**src/shared/hlwd_cfg.svh**
```systemverilog
`ifndef HLWD_CFG_SVH
`define HLWD_CFG_SVH

// Register offsets on the plain register port
`define HLWD_OFF_CTRL     8'h00
`define HLWD_OFF_SAFE     8'h04
`define HLWD_OFF_STATUS   8'h08
`define HLWD_OFF_ACTIVE   8'h0C
`define HLWD_OFF_PENDING  8'h10

// Control register fields
`define HLWD_CTRL_EN_BIT      0
`define HLWD_CTRL_ALARM_BIT   1
`define HLWD_CTRL_TMO_LSB     8
`define HLWD_CTRL_TMO_MSB     15

// Status register fields
`define HLWD_STAT_TMO_BIT     0
`define HLWD_STAT_INIT_BIT    1
`define HLWD_STAT_RUN_BIT     2

// Communication word fields (active and pending registers)
`define HLWD_COMM_CKSUM_BIT   0
`define HLWD_COMM_PAR_LSB     1
`define HLWD_COMM_PAR_MSB     2
`define HLWD_COMM_BAUD_LSB    3
`define HLWD_COMM_BAUD_MSB    6
`define HLWD_COMM_ADDR_LSB    7
`define HLWD_COMM_ADDR_MSB    14
`define HLWD_COMM_PROTO_BIT   15

// Reset values
`define HLWD_RST_TMO          8'h0A
`define HLWD_RST_SAFE         32'h0000_0000

// Forced defaults with the configuration-default switch on
`define HLWD_DEF_PROTO        1'b0
`define HLWD_DEF_ADDR         8'h00
`define HLWD_DEF_BAUD         4'h6
`define HLWD_DEF_PARITY       2'h0
`define HLWD_DEF_CKSUM        1'b0

// Timing: timeout unit is 0.1 s, clock in kHz
`define HLWD_TICK_MS          100
`define HLWD_CLK_KHZ          125000
`define HLWD_BOOT_CYCLES      2'h3

`endif

```
**src/shared/hlwd_pkg.sv**
```systemverilog
package hlwd_pkg;

  // Number of output channels guarded by the watchdog
  localparam int HLWD_CH = 32;

  // Protocol selector
  typedef enum logic
  {
    HLWD_PROTO_ASCII  = 1'b0,
    HLWD_PROTO_MODBUS = 1'b1
  } hlwd_proto_e;

  // Communication settings word
  typedef struct packed
  {
    hlwd_proto_e proto;
    logic [7:0]  addr;
    logic [3:0]  baud;
    logic [1:0]  parity;
    logic        cksum;
  } hlwd_comm_s;

  // Boot sequencing states, one-hot
  typedef enum logic [1:0]
  {
    HLWD_ST_BOOT = 2'b01,
    HLWD_ST_RUN  = 2'b10
  } hlwd_state_e;

  // Register port request
  typedef struct packed
  {
    logic [7:0]  addr;
    logic [31:0] wdata;
    logic        wr;
    logic        rd;
  } hlwd_bus_s;

  // Command strobes from the serial command decoder
  typedef struct packed
  {
    logic               keepalive;
    logic               clear;
    logic               out_wr;
    logic [HLWD_CH-1:0] out_data;
  } hlwd_cmd_s;

  // Tick divider state
  typedef struct packed
  {
    logic [23:0] cnt;
    logic        tick;
  } hlwd_tick_s;

  // Whole state of the watchdog block
  typedef struct packed
  {
    hlwd_state_e        state;
    logic [1:0]         boot_cnt;
    logic               sw_meta;
    logic               sw_sync;
    logic               init_mode;
    logic               wdt_en;
    logic               alarm_en;
    logic [7:0]         tmo_units;
    logic [7:0]         ticks;
    logic               tmo_flag;
    logic [HLWD_CH-1:0] host_val;
    logic [HLWD_CH-1:0] safe_val;
    logic [HLWD_CH-1:0] out_val;
    hlwd_comm_s         active;
    hlwd_comm_s         pending;
    logic               nv_stb;
    logic [31:0]        rdata;
  } hlwd_state_s;

endpackage

```
**src/logic/hlwd_tick.sv**
```systemverilog
`timescale 1ns/1ns
`include "hlwd_cfg.svh"

// Divider that emits a one-cycle enable every CYCLES clocks
module hlwd_tick
#(
  parameter int CYCLES = 12500000
)
(
  input  wire logic sys_clk,   // System clock
  input  wire logic rst_n,     // Synchronous reset, active low
  input  wire logic run,       // Count while high
  input  wire logic restart,   // Start a fresh period
  output logic      tick       // One-cycle enable
);
  import hlwd_pkg::*;

  localparam logic [23:0] LAST = 24'(CYCLES - 1);

  hlwd_tick_s st_reg;          // Registered state
  hlwd_tick_s st_next;         // Next state

  ////////////////////////////////////////////////////////////////
  // Next-state logic
  always_comb
  begin
    st_next      = st_reg;
    st_next.tick = 1'b0;
    // Restart realigns the period so the timeout is measured from the event
    if (restart || !run)
    begin
      st_next.cnt = 24'h00_0000;
    end
    else if (st_reg.cnt >= LAST)
    begin
      st_next.cnt  = 24'h00_0000;
      st_next.tick = 1'b1;
    end
    else
    begin
      st_next.cnt = st_reg.cnt + 24'h00_0001;
    end
  end

  ////////////////////////////////////////////////////////////////
  // State register
  always_ff @(posedge sys_clk)
  begin
    if (!rst_n)
    begin
      st_reg <= '0;
    end
    else
    begin
      st_reg <= st_next;
    end
  end

  assign tick = st_reg.tick;

endmodule

```
**src/logic/hlwd_top.sv**
```systemverilog
// The address-and-strobe port and the placing of the registers were chosen for this implementation.
`timescale 1ns/1ns
`include "hlwd_cfg.svh"

module hlwd_top
#(
  parameter int TICK_CYCLES = `HLWD_TICK_MS * `HLWD_CLK_KHZ  // Clocks per 0.1 s
)
(
  input  wire logic                      sys_clk,       // System clock, 125 MHz
  input  wire logic                      rst_n,         // Synchronous reset, active low (power-up)
  input  wire hlwd_pkg::hlwd_bus_s       bus,           // Register port request
  output logic [31:0]                    bus_rdata,     // Read data, cycle after read strobe
  input  wire hlwd_pkg::hlwd_cmd_s       cmd,           // Decoded host commands
  output logic                           cmd_refused,   // Output write refused while timed out
  input  wire logic                      alarm_active,  // Alarm condition, same clock
  input  wire logic                      dip_switch_bank, // Configuration-default switch pin
  input  wire hlwd_pkg::hlwd_comm_s      nv_rd_data,    // Stored settings from non-volatile store
  output hlwd_pkg::hlwd_comm_s           nv_wr_data,    // Settings to save
  output logic                           nv_wr_stb,     // Save strobe
  output hlwd_pkg::hlwd_comm_s           comm_active,   // Settings in use
  output logic [hlwd_pkg::HLWD_CH-1:0]   out_value,     // Guarded output channels
  output logic                           wdt_timeout    // Latched timeout status
);
  import hlwd_pkg::*;

  localparam logic [HLWD_CH-1:0] ALL_ON = {HLWD_CH{1'b1}};

  hlwd_state_s st_reg;         // Registered state
  hlwd_state_s st_next;        // Next state
  logic        tick;           // 0.1 s enable
  logic        tick_run;       // Divider runs only while counting matters

  ////////////////////////////////////////////////////////////////
  // Helpers

  // A zero timeout would fire at once; treat it as the shortest step
  function automatic logic [7:0] eff_tmo(input logic [7:0] units);
    eff_tmo = (units == 8'h00) ? 8'h01 : units;
  endfunction

  // Unpack a bus word into a settings word
  function automatic hlwd_comm_s word_to_comm(input logic [31:0] w);
    hlwd_comm_s c;
    c.proto  = hlwd_proto_e'(w[`HLWD_COMM_PROTO_BIT]);
    c.addr   = w[`HLWD_COMM_ADDR_MSB:`HLWD_COMM_ADDR_LSB];
    c.baud   = w[`HLWD_COMM_BAUD_MSB:`HLWD_COMM_BAUD_LSB];
    c.parity = w[`HLWD_COMM_PAR_MSB:`HLWD_COMM_PAR_LSB];
    c.cksum  = w[`HLWD_COMM_CKSUM_BIT];
    return c;
  endfunction

  // Pack a settings word into the low half of a bus word
  function automatic logic [31:0] comm_to_word(input hlwd_comm_s c);
    comm_to_word = {16'h0000, c};
  endfunction

  ////////////////////////////////////////////////////////////////
  // 0.1 s time base
  assign tick_run = st_reg.wdt_en && !st_reg.tmo_flag && (st_reg.state == HLWD_ST_RUN);

  hlwd_tick #(
    .CYCLES (TICK_CYCLES)
  ) u_tick (
    .sys_clk (sys_clk),
    .rst_n   (rst_n),
    .run     (tick_run),
    .restart (cmd.keepalive),
    .tick    (tick)
  );

  ////////////////////////////////////////////////////////////////
  // Next-state logic
  always_comb
  begin
    hlwd_comm_s req;           // Requested settings from a write
    logic       tmo_set;       // Timeout event this cycle
    req          = word_to_comm(bus.wdata);
    tmo_set      = 1'b0;
    st_next      = st_reg;
    st_next.nv_stb = 1'b0;
    st_next.rdata  = 32'h0000_0000;

    // Switch pin synchroniser; only the second stage is read
    st_next.sw_meta = dip_switch_bank;
    st_next.sw_sync = st_reg.sw_meta;

    // Boot: let the switch settle through the synchroniser, then latch mode
    unique case (st_reg.state)
      HLWD_ST_BOOT:
      begin
        st_next.boot_cnt = st_reg.boot_cnt + 2'h1;
        if (st_reg.boot_cnt == `HLWD_BOOT_CYCLES)
        begin
          st_next.state     = HLWD_ST_RUN;
          st_next.init_mode = st_reg.sw_sync;
          st_next.pending   = nv_rd_data;
          if (st_reg.sw_sync)
          begin
            // Forced defaults
            st_next.active.proto  = hlwd_proto_e'(`HLWD_DEF_PROTO);
            st_next.active.addr   = `HLWD_DEF_ADDR;
            st_next.active.baud   = `HLWD_DEF_BAUD;
            st_next.active.parity = `HLWD_DEF_PARITY;
            st_next.active.cksum  = `HLWD_DEF_CKSUM;
          end
          else
          begin
            // Stored settings take effect only here, at power-up
            st_next.active = nv_rd_data;
          end
        end
      end
      HLWD_ST_RUN:
      begin
        st_next.boot_cnt = st_reg.boot_cnt;
      end
    endcase

    // Register writes
    if (bus.wr)
    begin
      unique case (bus.addr)
        `HLWD_OFF_CTRL:
        begin
          st_next.wdt_en    = bus.wdata[`HLWD_CTRL_EN_BIT];
          st_next.alarm_en  = bus.wdata[`HLWD_CTRL_ALARM_BIT];
          st_next.tmo_units = bus.wdata[`HLWD_CTRL_TMO_MSB:`HLWD_CTRL_TMO_LSB];
        end
        `HLWD_OFF_SAFE:
        begin
          st_next.safe_val = bus.wdata[HLWD_CH-1:0];
        end
        `HLWD_OFF_PENDING:
        begin
          if (st_reg.state == HLWD_ST_RUN)
          begin
            // Address is always writable
            st_next.pending.addr = req.addr;
            if (st_reg.init_mode)
            begin
              // Switch mode: every field may change
              st_next.pending = req;
            end
            else if (st_reg.active.proto == HLWD_PROTO_MODBUS)
            begin
              st_next.pending.baud   = req.baud;
              st_next.pending.parity = req.parity;
            end
            // Saved for next power-up; active settings stay as they are
            st_next.nv_stb = 1'b1;
          end
        end
        default:
        begin
          // Unmapped or read-only: write ignored
        end
      endcase
    end

    // Register reads, answered in the next cycle
    if (bus.rd)
    begin
      unique case (bus.addr)
        `HLWD_OFF_CTRL:
        begin
          st_next.rdata[`HLWD_CTRL_EN_BIT]                     = st_reg.wdt_en;
          st_next.rdata[`HLWD_CTRL_ALARM_BIT]                  = st_reg.alarm_en;
          st_next.rdata[`HLWD_CTRL_TMO_MSB:`HLWD_CTRL_TMO_LSB] = st_reg.tmo_units;
        end
        `HLWD_OFF_SAFE:
        begin
          st_next.rdata = st_reg.safe_val;
        end
        `HLWD_OFF_STATUS:
        begin
          st_next.rdata[`HLWD_STAT_TMO_BIT]  = st_reg.tmo_flag;
          st_next.rdata[`HLWD_STAT_INIT_BIT] = st_reg.init_mode;
          st_next.rdata[`HLWD_STAT_RUN_BIT]  = (st_reg.state == HLWD_ST_RUN);
        end
        `HLWD_OFF_ACTIVE:
        begin
          st_next.rdata = comm_to_word(st_reg.active);
        end
        `HLWD_OFF_PENDING:
        begin
          st_next.rdata = comm_to_word(st_reg.pending);
        end
        default:
        begin
          st_next.rdata = 32'h0000_0000;
        end
      endcase
    end

    // Watchdog counting; the host keeps it alive by repeating keep-alive
    if (!st_next.wdt_en)
    begin
      // Disabled: no count, no timeout, nothing latched
      st_next.ticks    = 8'h00;
      st_next.tmo_flag = 1'b0;
    end
    else
    begin
      if (st_reg.tmo_flag)
      begin
        st_next.ticks = 8'h00;
      end
      else if (cmd.keepalive)
      begin
        st_next.ticks = 8'h00;
      end
      else if (tick)
      begin
        st_next.ticks = st_reg.ticks + 8'h01;
        tmo_set       = (st_reg.ticks + 8'h01) >= eff_tmo(st_reg.tmo_units);
      end
      // While enabled, only the clear command releases the latch; a new timeout wins
      if (tmo_set)
      begin
        st_next.tmo_flag = 1'b1;
      end
      else if (cmd.clear)
      begin
        st_next.tmo_flag = 1'b0;
      end
    end

    // Host output writes are dropped while timed out
    if (cmd.out_wr && !st_reg.tmo_flag)
    begin
      st_next.host_val = cmd.out_data;
    end

    // Output selection
    if (st_reg.alarm_en)
    begin
      st_next.out_val = alarm_active ? ALL_ON : st_next.host_val;
    end
    else if (st_next.tmo_flag)
    begin
      st_next.out_val = st_reg.safe_val;
    end
    else
    begin
      st_next.out_val = st_next.host_val;
    end
  end

  ////////////////////////////////////////////////////////////////
  // State register
  always_ff @(posedge sys_clk)
  begin
    if (!rst_n)
    begin
      st_reg           <= '0;
      st_reg.state     <= HLWD_ST_BOOT;
      st_reg.tmo_units <= `HLWD_RST_TMO;
      st_reg.safe_val  <= `HLWD_RST_SAFE;
    end
    else
    begin
      st_reg <= st_next;
    end
  end

  ////////////////////////////////////////////////////////////////
  // Outputs
  assign bus_rdata   = st_reg.rdata;
  assign cmd_refused = cmd.out_wr && st_reg.tmo_flag;
  assign nv_wr_data  = st_reg.pending;
  assign nv_wr_stb   = st_reg.nv_stb;
  assign comm_active = st_reg.active;
  assign out_value   = st_reg.out_val;
  assign wdt_timeout = st_reg.tmo_flag;

endmodule

```
**config.mk**
```make
export PLATFORM = sky130hd
export DESIGN_NAME = hlwd_top
export DESIGN_NICKNAME = d
export VERILOG_FILES = /design/src/shared/hlwd_pkg.sv /design/src/logic/hlwd_tick.sv /design/src/logic/hlwd_top.sv
export VERILOG_INCLUDE_DIRS = /design/src /design/src/shared
export SDC_FILE = /design/constraint.sdc
export NUM_CORES = 1
export LEC_CHECK = 0
export BUFFER_PORTS_ARGS = -buffer_cell sky130_fd_sc_hd__buf_2
export CORE_AREA = 2 2 135 137
export CTS_BUF_LIST = sky130_fd_sc_hd__clkbuf_8
export DETAILED_ROUTE_END_ITERATION = 7
export DIE_AREA = 0 0 137 139
export PLACE_DENSITY = 0.91
export SLEW_MARGIN = 20
export SYNTH_ARGS = -nofsm -noshare
export SYNTH_HDL_FRONTEND = slang
export SYNTH_SLANG_ARGS = --single-unit
```
**constraint.sdc**
```tcl
create_clock -name sys_clk -period 3.65 [get_ports sys_clk]
set_clock_uncertainty 0.05 [all_clocks]
set_input_delay 0.1825 -clock sys_clk [delete_from_list [all_inputs] [get_ports sys_clk]]
set_output_delay 0.1825 -clock sys_clk [all_outputs]
set_load 0.03 [all_outputs]
```
==> impl_metrics.env, run 1 <==
export IMPL_die_y_um=139
export IMPL_clockRootBuffer="clkbuf_8"
export IMPL_cp_max_fo=13
export IMPL_clk_pin_slew_worst_paths_ns=0.06
export IMPL_vdd_drop_max_v=0.000316
export IMPL_drcViolationCount=0
export IMPL_synth_fp_nets=1260
export IMPL_postLayoutCellArea_sq_um=11800
export IMPL_setup_violations=0
export IMPL_period_needed_ns=3.09
export IMPL_clock_sinks=212
export IMPL_hold_viol=0
export IMPL_cts_hold_buf=85
export IMPL_clock_latency_ns=0.53
export IMPL_relSlewSlack_pct=29.1
export IMPL_port_buffers=195
export IMPL_leakage_nw=5.10
export IMPL_cp_common_cell="buf_6"
export IMPL_drt_first_iter_violations=838
export IMPL_tightest_slew_ns=1.06
export IMPL_min_period_over_period_pct=84.8
export IMPL_setup_worst_path_end_class="flip-flop"
export IMPL_via_per_inst=5.75
export IMPL_yosys_warnings=0
export IMPL_cts_buffer_depth=3
export IMPL_routedWlPerCell_um=18.2
export IMPL_fill_cells=1287
export IMPL_syn2layout_area_growth_pct=20.2
export IMPL_startpoint="st_reg[174]"
export IMPL_synth_top_cells_by_count="dfxtp_1 (212), nand2_1 (162), nor2_1 (147), buf_4 (96), clkbuf_1 (65)"
export IMPL_crit_arrival_ns=3.48
export IMPL_routed_wl_um=28400
export IMPL_cts_resized=0
export IMPL_ctsHtreeMaxLevel=2
export IMPL_vias=8981
export IMPL_min_path_type="input port to flip-flop"
export IMPL_drtPass1Iterations=5
export IMPL_hpwl_um=17500
export IMPL_place_area_sq_um=10200
export IMPL_routabilityCongestion=0.891
export IMPL_cp_start_kind="flip-flop"
export IMPL_cp_cell_sequence="nor4_1 > a41o_1 > ha_1 > nand2b_1 > a2111oi_0 > o21ba_2 > nor3_4 > buf_6 > buf_6 > a211oi_1"
export IMPL_synthFlopType="dfxtp_1"
export IMPL_cts_buffers_inserted=34
export IMPL_final_core_utilization_pct=66.6
export IMPL_synth_area_leader_cell="dfxtp_1"
export IMPL_die_w_um=137
export IMPL_die_area_sq_um=19000
export IMPL_synth_edf_count=0
export IMPL_antenna_left=0
export IMPL_track_usage_pct=28.9
export IMPL_crit_path_max_incr_delay_ns=0.79
export IMPL_grt_max_degree=97
export IMPL_synth_most_common_cell="dfxtp_1"
export IMPL_largest_reg_flops=88
export IMPL_cts_tree="yes"
export IMPL_synth_area_leaders="dfxtp_1 (43%), buf_4 (7.4%), mux2i_1 (6.2%), nand2_1 (6.2%), nor2_1 (5.6%)"
export IMPL_grt_overflow=0
export IMPL_rows=49
export IMPL_ys_seq_area_share_pct=43.4
export IMPL_critical_path_top_delay_family="compound AO/OA/AOI/OAI gates"
export IMPL_worstPathRequired_ns=4.03
export IMPL_drv_slew=0
export IMPL_core_sq_um=17700
export IMPL_p_per_area_nw_per_um2=430
export IMPL_worst_path_buf_inv=2
export IMPL_antenna_found_initial=1
export IMPL_tns_ns=0
export IMPL_postCtsSetupBuffers=0
export IMPL_nets=1416
export IMPL_start_util_pct=55.4
export IMPL_ys_ff_latch=212
export IMPL_worstHoldStart="nv_rd_data[15]"
export IMPL_outcome="completed"
export IMPL_grt_pass1_vias=8745
export IMPL_io_pins=196
export IMPL_fmax_mhz=323
export IMPL_crit_type="flip-flop to flip-flop"
export IMPL_r2r_start="st_reg[174]"
export IMPL_netlist_cell_type_count=52
export IMPL_drive_above_1_share_pct=21.2
export IMPL_synth_avg_cell_area_sq_um=8.49
export IMPL_netlist_area_sq_um=9780
export IMPL_cap_violations=0
export IMPL_yosys_area_top_type_share_pct=43.4
export IMPL_cp_slowest_cell="a2111oi_0"
export IMPL_synth_cells=1152
export IMPL_async_reset_ff_share_pct=0
export IMPL_rsz0062_at_grt="false"
export IMPL_grt_pass1_wl_um=43900
## power breakdown
group	internal (mW)	leakage, nW	total, mW	switching [mW]
logic	0.200	2.97	0.467	0.267
registers	2.37	1.72	2.41	0.0337
clock network	1.24	0.408	2.18	0.937
total	3.81	5.10	5.05	1.24
## worst reg2reg max path, cell delays in order, from the launching register on
cell and delay (ns):
dfxtp_1 0.32, nor4_1 0.32, a41o_1 0.24, ha_1 0.22
nand2b_1 0.14, a2111oi_0 0.79, o21ba_2 0.27, nor3_4 0.09
buf_6 0.19, buf_6 0.15, a211oi_1 0.24
## cells by family after synthesis
logic type,Yosys count,share of synthesized area [%]
AND/OR/NAND/NOR,464,22.1
flip-flops,212,43.4
buffers and inverters,183,10.8
AO/OA/AOI/OAI,176,11.8
multiplexers,71,7.39
XOR/XNOR,35,3.13
adder cells (fa/ha/maj),11,1.41
## stage by stage
stage | std cells | total power, mW | hold slack, ns | setup slack, ns
2_1_floorplan | 1152 | 2.73 | 0.260 | 1.11
3_3_place_gp | 1414 | 2.82 | 0.359 | 0.378
3_5_place_dp | 1416 | 2.84 | 0.359 | 0.635
4_1_cts | 1560 | 5.05 | 0.00764 | 0.606
5_1_grt | 1561 | 5.20 | 0.0151 | 0.377
6_report | 1561 | 5.05 | 0.0219 | 0.556
## final timing paths
check                    to  depth (start not counted)  slack, ns
max reg2reg    out_value[6]                         10       0.56
max            out_value[6]                         10       0.56
min reg2reg     st_reg[181]                          1       0.38
min          nv_wr_data[15]                          3       0.02
## layer usage
metal	global-route usage [%]	share of wire, %	up-vias
li1	-	-	4148
met1	36.3	39	4195
met2	46.7	47	540
met3	7.20	11	98
met4	12.6	3.6	0
met5	0	0	-
## layout make-up
type                       count  area [sq um]  share of cell area, %
multi-input combinational    757          4510                   38.4
sequential                   212          4250                   36.1
timing repair buffer         293          1940                   16.5
clock buffer                  45           619                   5.27
tap                          229           287                   2.44
clock inverter                14           111                  0.947
inverter                      10          38.8                  0.330
antenna                        1          2.50                 0.0213
## cells in the final DEF, fill, tap and decap left out, drive strengths merged, types with 2 or more instances in the layout
cell type    instances
a31oi               32
xnor2                8
or3                  2
a222oi               7
dfxtp              212
and2                21
and4                 5
nand4               10
nor3b               16
and3                10
or4                  2
mux2i               61
clkinv               3
dlygate4sd3         85
mux2                10
xor2                27
nor3                28
buf                208
a211oi              49
bufinv               2
nor2               147
nand3               11
clkbuf              45
a22oi                3
o21ai               10
a21oi               56
nor2b                4
a32oi                5
or3b                 2
a22o                 3
inv                 18
ha                  11
o211ai               3
nand2b              35
nor4                 5
nand2              162
Power figures use the tool's default switching activity.
==> run 2: changes to the inputs <==
- clock period: 3.65 -> 2.98 ns (I/O delays scaled with it)
==> impl_metrics.env, run 2 (synthesis results as in run 1) <==
export IMPL_critical_path_top_delay_family="compound AO/OA/AOI/OAI gates"
export IMPL_core_sq_um=17700
export IMPL_clock_sinks=212
export IMPL_largest_reg_flops=88
export IMPL_cts_tree="yes"
export IMPL_drcViolationCount=0
export IMPL_cp_start_kind="flip-flop"
export IMPL_cap_violations=0
export IMPL_cp_cell_sequence="nor4_1 > a41o_1 > ha_1 > nand2b_1 > a2111oi_0 > buf_4 > o21ba_2 > nor3_4 > buf_12 > a211oi_1"
export IMPL_setup_worst_path_end_class="flip-flop"
export IMPL_setup_violations=0
export IMPL_port_buffers=195
export IMPL_period_needed_ns=2.77
export IMPL_routed_wl_um=29000
export IMPL_hold_path_cell_count=5
export IMPL_p_total_mw=6.09
export IMPL_final_cell_mix="dfxtp_1 (211), buf_2 (195), nand2_1 (162)"
export IMPL_vias=9192
export IMPL_outcome="completed"
export IMPL_drv_slew=0
export IMPL_cp_max_fo=32
export IMPL_tns_ns=0
export IMPL_die_y_um=139
export IMPL_rows=49
export IMPL_grt_pass1_wl_um=45300
export IMPL_nets=1429
export IMPL_cts_buffers_inserted=35
export IMPL_antenna_found_initial=0
export IMPL_min_period_over_period_pct=92.8
export IMPL_grt_overflow=0
export IMPL_min_path_type="input port to flip-flop"
export IMPL_cp_slowest_cell="a2111oi_0"
export IMPL_fmax_mhz=361
export IMPL_hpwl_um=17900
export IMPL_drive_above_1_share_pct=21.6
export IMPL_layout_commonest_cell="dfxtp_1"
export IMPL_crit_type="flip-flop to flip-flop"
export IMPL_crit_arrival_ns=3.15
export IMPL_worst_r2r_cell_count=10
export IMPL_grt_max_degree=57
export IMPL_die_w_um=137
export IMPL_grt_pass1_vias=9058
export IMPL_worstPathRequired_ns=3.36
export IMPL_rsz0062_at_grt="false"
export IMPL_hold_viol=0
export IMPL_drt_first_iter_violations=1014
export IMPL_worst_path_buf_inv=2
export IMPL_relSlewSlack_pct=43.0
export IMPL_drtPass1Iterations=7
export IMPL_tightest_slew_ns=0.853
export IMPL_p_per_area_nw_per_um2=514
export IMPL_cp_num_cells=10
export IMPL_clockRootBuffer="clkbuf_8"
export IMPL_vdd_drop_max_v=0.000367
export IMPL_start_util_pct=55.4
export IMPL_crit_path_max_incr_delay_ns=0.51
export IMPL_track_usage_pct=29.7
export IMPL_via_per_inst=5.83
export IMPL_clock_latency_ns=0.56
export IMPL_die_area_sq_um=19000
export IMPL_clk_pin_slew_worst_paths_ns=0.07
export IMPL_antenna_left=0
export IMPL_routedWlPerCell_um=18.4
export IMPL_io_pins=196
export IMPL_syn2layout_area_growth_pct=21.2
export IMPL_leakage_nw=5.16
export IMPL_ctsHtreeMaxLevel=2
export IMPL_routabilityCongestion=0.877
export IMPL_cts_buffer_depth=3
[run 2: cell types whose count changed in the layout (fill, tap and decap cells not counted)]
| cell | previous run | this run |
|---|---|---|
| and3_1 | 10 | 9 |
| buf_4 | 10 | 17 |
| bufinv_16 | 2 | 0 |
| and3_2 | 0 | 1 |
| clkbuf_8 | 45 | 44 |
| dlygate4sd3_1 | 85 | 91 |
| clkinv_2 | 3 | 5 |
| clkinv_8 | 0 | 2 |
| inv_8 | 0 | 1 |
| buf_12 | 1 | 2 |
| inv_1 | 18 | 20 |
| buf_6 | 2 | 0 |
[run 2: path summary, 6_finish.rpt]
kind           startpoint             to  slack (ns)
max           st_reg[174]   out_value[9]        0.21
min reg2reg  st_next[181]    st_reg[181]        0.39
min          alarm_active  out_value[30]        0.06
max reg2reg   st_reg[174]   out_value[9]        0.21
[run 2: timing repair]
| action | 4_1_cts | 5_1_grt |
|---|---|---|
| gates resized for setup | 0 | 1 |
| setup buffers | 0 | 0 |
| endpoints found under the hold margin | 114 | 0 |
| setup endpoints to repair | 0 | 12 |
| hold buffers | 91 | 0 |
[run 2: final cells by class]
class	instances	area (sq um)
Sequential cell	212	4250
Antenna cell	1	2.50
Tap cell	229	287
Clock inverter	19	113
Clock buffer	44	606
Timing Repair Buffer	305	2050
Inverter	10	38.8
Fill cell	1261	5800
Multi-Input combinational cell	757	4510
[run 2: worst min-delay path, cell delays in order]
cell      delay [ns]
buf_2           0.09
nor2b_2         0.06
nand2_1         0.07
nand2_1         0.05
a211oi_1        0.19
[run 2: where the power goes]
group / leakage [nW] / internal (mW) / switching [mW]
sequential: 1.72 / 2.91 / 0.0438
combinational: 3.03 / 0.249 / 0.333
clock: 0.411 / 1.36 / 1.20
total: 5.16 / 4.51 / 1.58
[run 2: metal layers]
metal | global-route usage (%) | share of wire (%) | up-vias
li1 | - | - | 4173
met1 | 37.4 | 39 | 4274
met2 | 48.0 | 46 | 606
met3 | 5.77 | 9.7 | 139
met4 | 15.5 | 4.8 | 0
met5 | 0 | 0 | -
[run 2: through the flow]
stage	hold WS (ns)	std cells	setup WS, ns	util, %	cell area (sq um)
2_1_floorplan	0.226	1152	0.440	-	9780
3_3_place_gp	0.328	1422	0.371	57.9	10200
3_5_place_dp	0.323	1422	0.286	57.9	10200
4_1_cts	0.0295	1576	0.240	67.1	11900
5_1_grt	0.119	1576	0.00708	67.1	11900
6_report	0.0614	1577	0.213	67.2	11900
==> run 3: changes to the inputs <==
- CELL_PAD_IN_SITES_DETAIL_PLACEMENT: unset -> 1
- CELL_PAD_IN_SITES_GLOBAL_PLACEMENT: unset -> 1
- CORE_AREA: 2 2 135 137 -> 2 2 156 158
- DIE_AREA: 0 0 137 139 -> 0 0 158 160
==> impl_metrics.env, run 3 (synthesis results as in run 1) <==
export IMPL_outcome="completed"
export IMPL_cp_max_fo=16
export IMPL_drive_above_1_share_pct=22.4
export IMPL_crit_type="flip-flop to flip-flop"
export IMPL_die_y_um=160
export IMPL_clk_pin_slew_worst_paths_ns=0.07
export IMPL_cap_violations=0
export IMPL_nets=1428
export IMPL_hold_viol=0
export IMPL_grt_max_degree=62
export IMPL_core_sq_um=23800
export IMPL_clock_sinks=212
export IMPL_clock_latency_ns=0.57
export IMPL_largest_reg_flops=88
export IMPL_worstHoldStart="bus[36]"
export IMPL_cts_buffer_depth=3
export IMPL_routabilityCongestion=0.842
export IMPL_hpwl_um=21900
export IMPL_tns_ns=0
export IMPL_routed_wl_um=37700
export IMPL_fmax_mhz=340
export IMPL_vias=9326
export IMPL_whs_endpoint="bus_rdata[2]"
export IMPL_cp_slowest_cell="dfxtp_1"
export IMPL_final_cell_mix="dfxtp_1 (209), buf_2 (195), nand2_1 (162)"
export IMPL_syn2layout_area_growth_pct=23.3
export IMPL_crit_arrival_ns=3.32
export IMPL_crit_path_max_incr_delay_ns=0.39
export IMPL_hold_path_cell_count=4
export IMPL_via_per_inst=5.57
export IMPL_start_util_pct=41.1
export IMPL_routedWlPerCell_um=22.5
export IMPL_grt_pass1_wl_um=57300
export IMPL_tightest_slew_ns=0.885
export IMPL_cp_cell_sequence="ha_2 > nand3_1 > nor2_2 > xor2_1 > ha_1 > a21oi_1 > o211ai_1 > o21bai_2 > buf_12 > a31oi_1 > a211oi_2"
export IMPL_setup_violations=0
export IMPL_min_path_type="input port to flip-flop"
export IMPL_cts_tree="yes"
export IMPL_drtPass1Iterations=7
export IMPL_worst_path_buf_inv=1
export IMPL_worst_r2r_cell_count=11
export IMPL_critical_path_top_delay_family="compound AO/OA/AOI/OAI gates"
export IMPL_drcViolationCount=0
export IMPL_r2r_setup_slack_ns=0.04
export IMPL_cts_buffers_inserted=37
export IMPL_clockRootBuffer="clkbuf_8"
export IMPL_p_per_area_nw_per_um2=526
export IMPL_io_pins=196
export IMPL_rows=57
export IMPL_setup_worst_path_end_class="flip-flop"
export IMPL_postLayoutCellArea_sq_um=12100
export IMPL_die_area_sq_um=25300
export IMPL_dp_cells=1517
export IMPL_drt_first_iter_violations=620
export IMPL_r2r_end="out_value[30]"
export IMPL_period_needed_ns=2.94
export IMPL_stdcell_count=1674
export IMPL_port_buffers=195
export IMPL_cp_start_kind="flip-flop"
export IMPL_layout_commonest_cell="dfxtp_1"
export IMPL_antenna_left=0
export IMPL_die_w_um=158
export IMPL_drv_slew=0
export IMPL_antenna_found_initial=6
export IMPL_min_period_over_period_pct=98.7
export IMPL_leakage_nw=5.17
export IMPL_grt_pass1_vias=10000
export IMPL_place_area_sq_um=10400
export IMPL_ctsHtreeMaxLevel=2
export IMPL_vdd_drop_max_v=0.000285
export IMPL_grt_overflow=0
export IMPL_track_usage_pct=29.2
export IMPL_relSlewSlack_pct=41.0
export IMPL_r2r_start="st_reg[163]"
export IMPL_worstPathRequired_ns=3.35
==> run 3: cell types whose count changed in the layout (fill, tap and decap cells not counted), moves of 3 or more <==
cell | before | now
dlygate4sd3_1 | 91 | 86
a211oi_1 | 49 | 45
a211oi_2 | 0 | 4
clkinv_2 | 5 | 2
buf_12 | 2 | 5
diode_2 | 1 | 6
==> run 3: worst min-delay path, cell delays in order <==
cell	delay [ns]
buf_2	0.14
nor3_1	0.12
nand3_1	0.10
a211oi_1	0.09
==> run 3: worst max-delay path by stage <==
stage	startpoint	endpoint	slack (ns)	cells past startpoint
after floorplan	st_reg[164]	out_value[10]	0.44	11
after global placement	st_reg[164]	out_value[3]	0.40	11
after detailed placement	st_reg[164]	out_value[8]	0.23	11
after CTS	st_reg[164]	out_value[30]	0.14	11
after global routing	st_reg[174]	out_value[30]	-0.03	10
final	st_reg[163]	out_value[30]	0.04	11
==> run 3: routing by layer <==
metal  up-vias  track usage (%)  share of wire [%]
li1       4171                -                  -
met1      4536             34.5                 39
met2       472             48.8                 48
met3       147             6.13                7.2
met4         0             17.0                5.6
met5         -                0                  0
==> run 3: repair_timing <==
action,CTS,global route
setup buffers,0,1
hold endpoints to repair,107,0
gates resized for setup,0,12
endpoints found under the setup margin,0,32
hold buffers,86,0
==> run 3: per-stage QoR <==
step	util (%)	hold slack [ns]	setup WS, ns	power (mW)
after floorplan	-	0.226	0.440	3.35
after global placement	43.6	0.327	0.401	3.47
after detailed placement	43.6	0.334	0.232	3.50
after CTS	50.3	0.0190	0.139	6.28
after global routing	50.6	0.0438	-0.0331	6.54
final	50.6	0.0578	0.0386	6.35
==> run 3: area by class of cell <==
type	count	area [sq um]
timing repair buffer	302	2070
sequential	212	4250
multi-input combinational	757	4540
tap	324	405
clock buffer	46	633
clock inverter	17	105
inverter	10	38.8
antenna	6	15.0
fill	2838	11800
==> run 3: power breakdown <==
part / internal (mW) / switching, mW
Sequential: 2.91 / 0.0457
Combinational: 0.252 / 0.356
Clock: 1.48 / 1.31
Total: 4.64 / 1.71
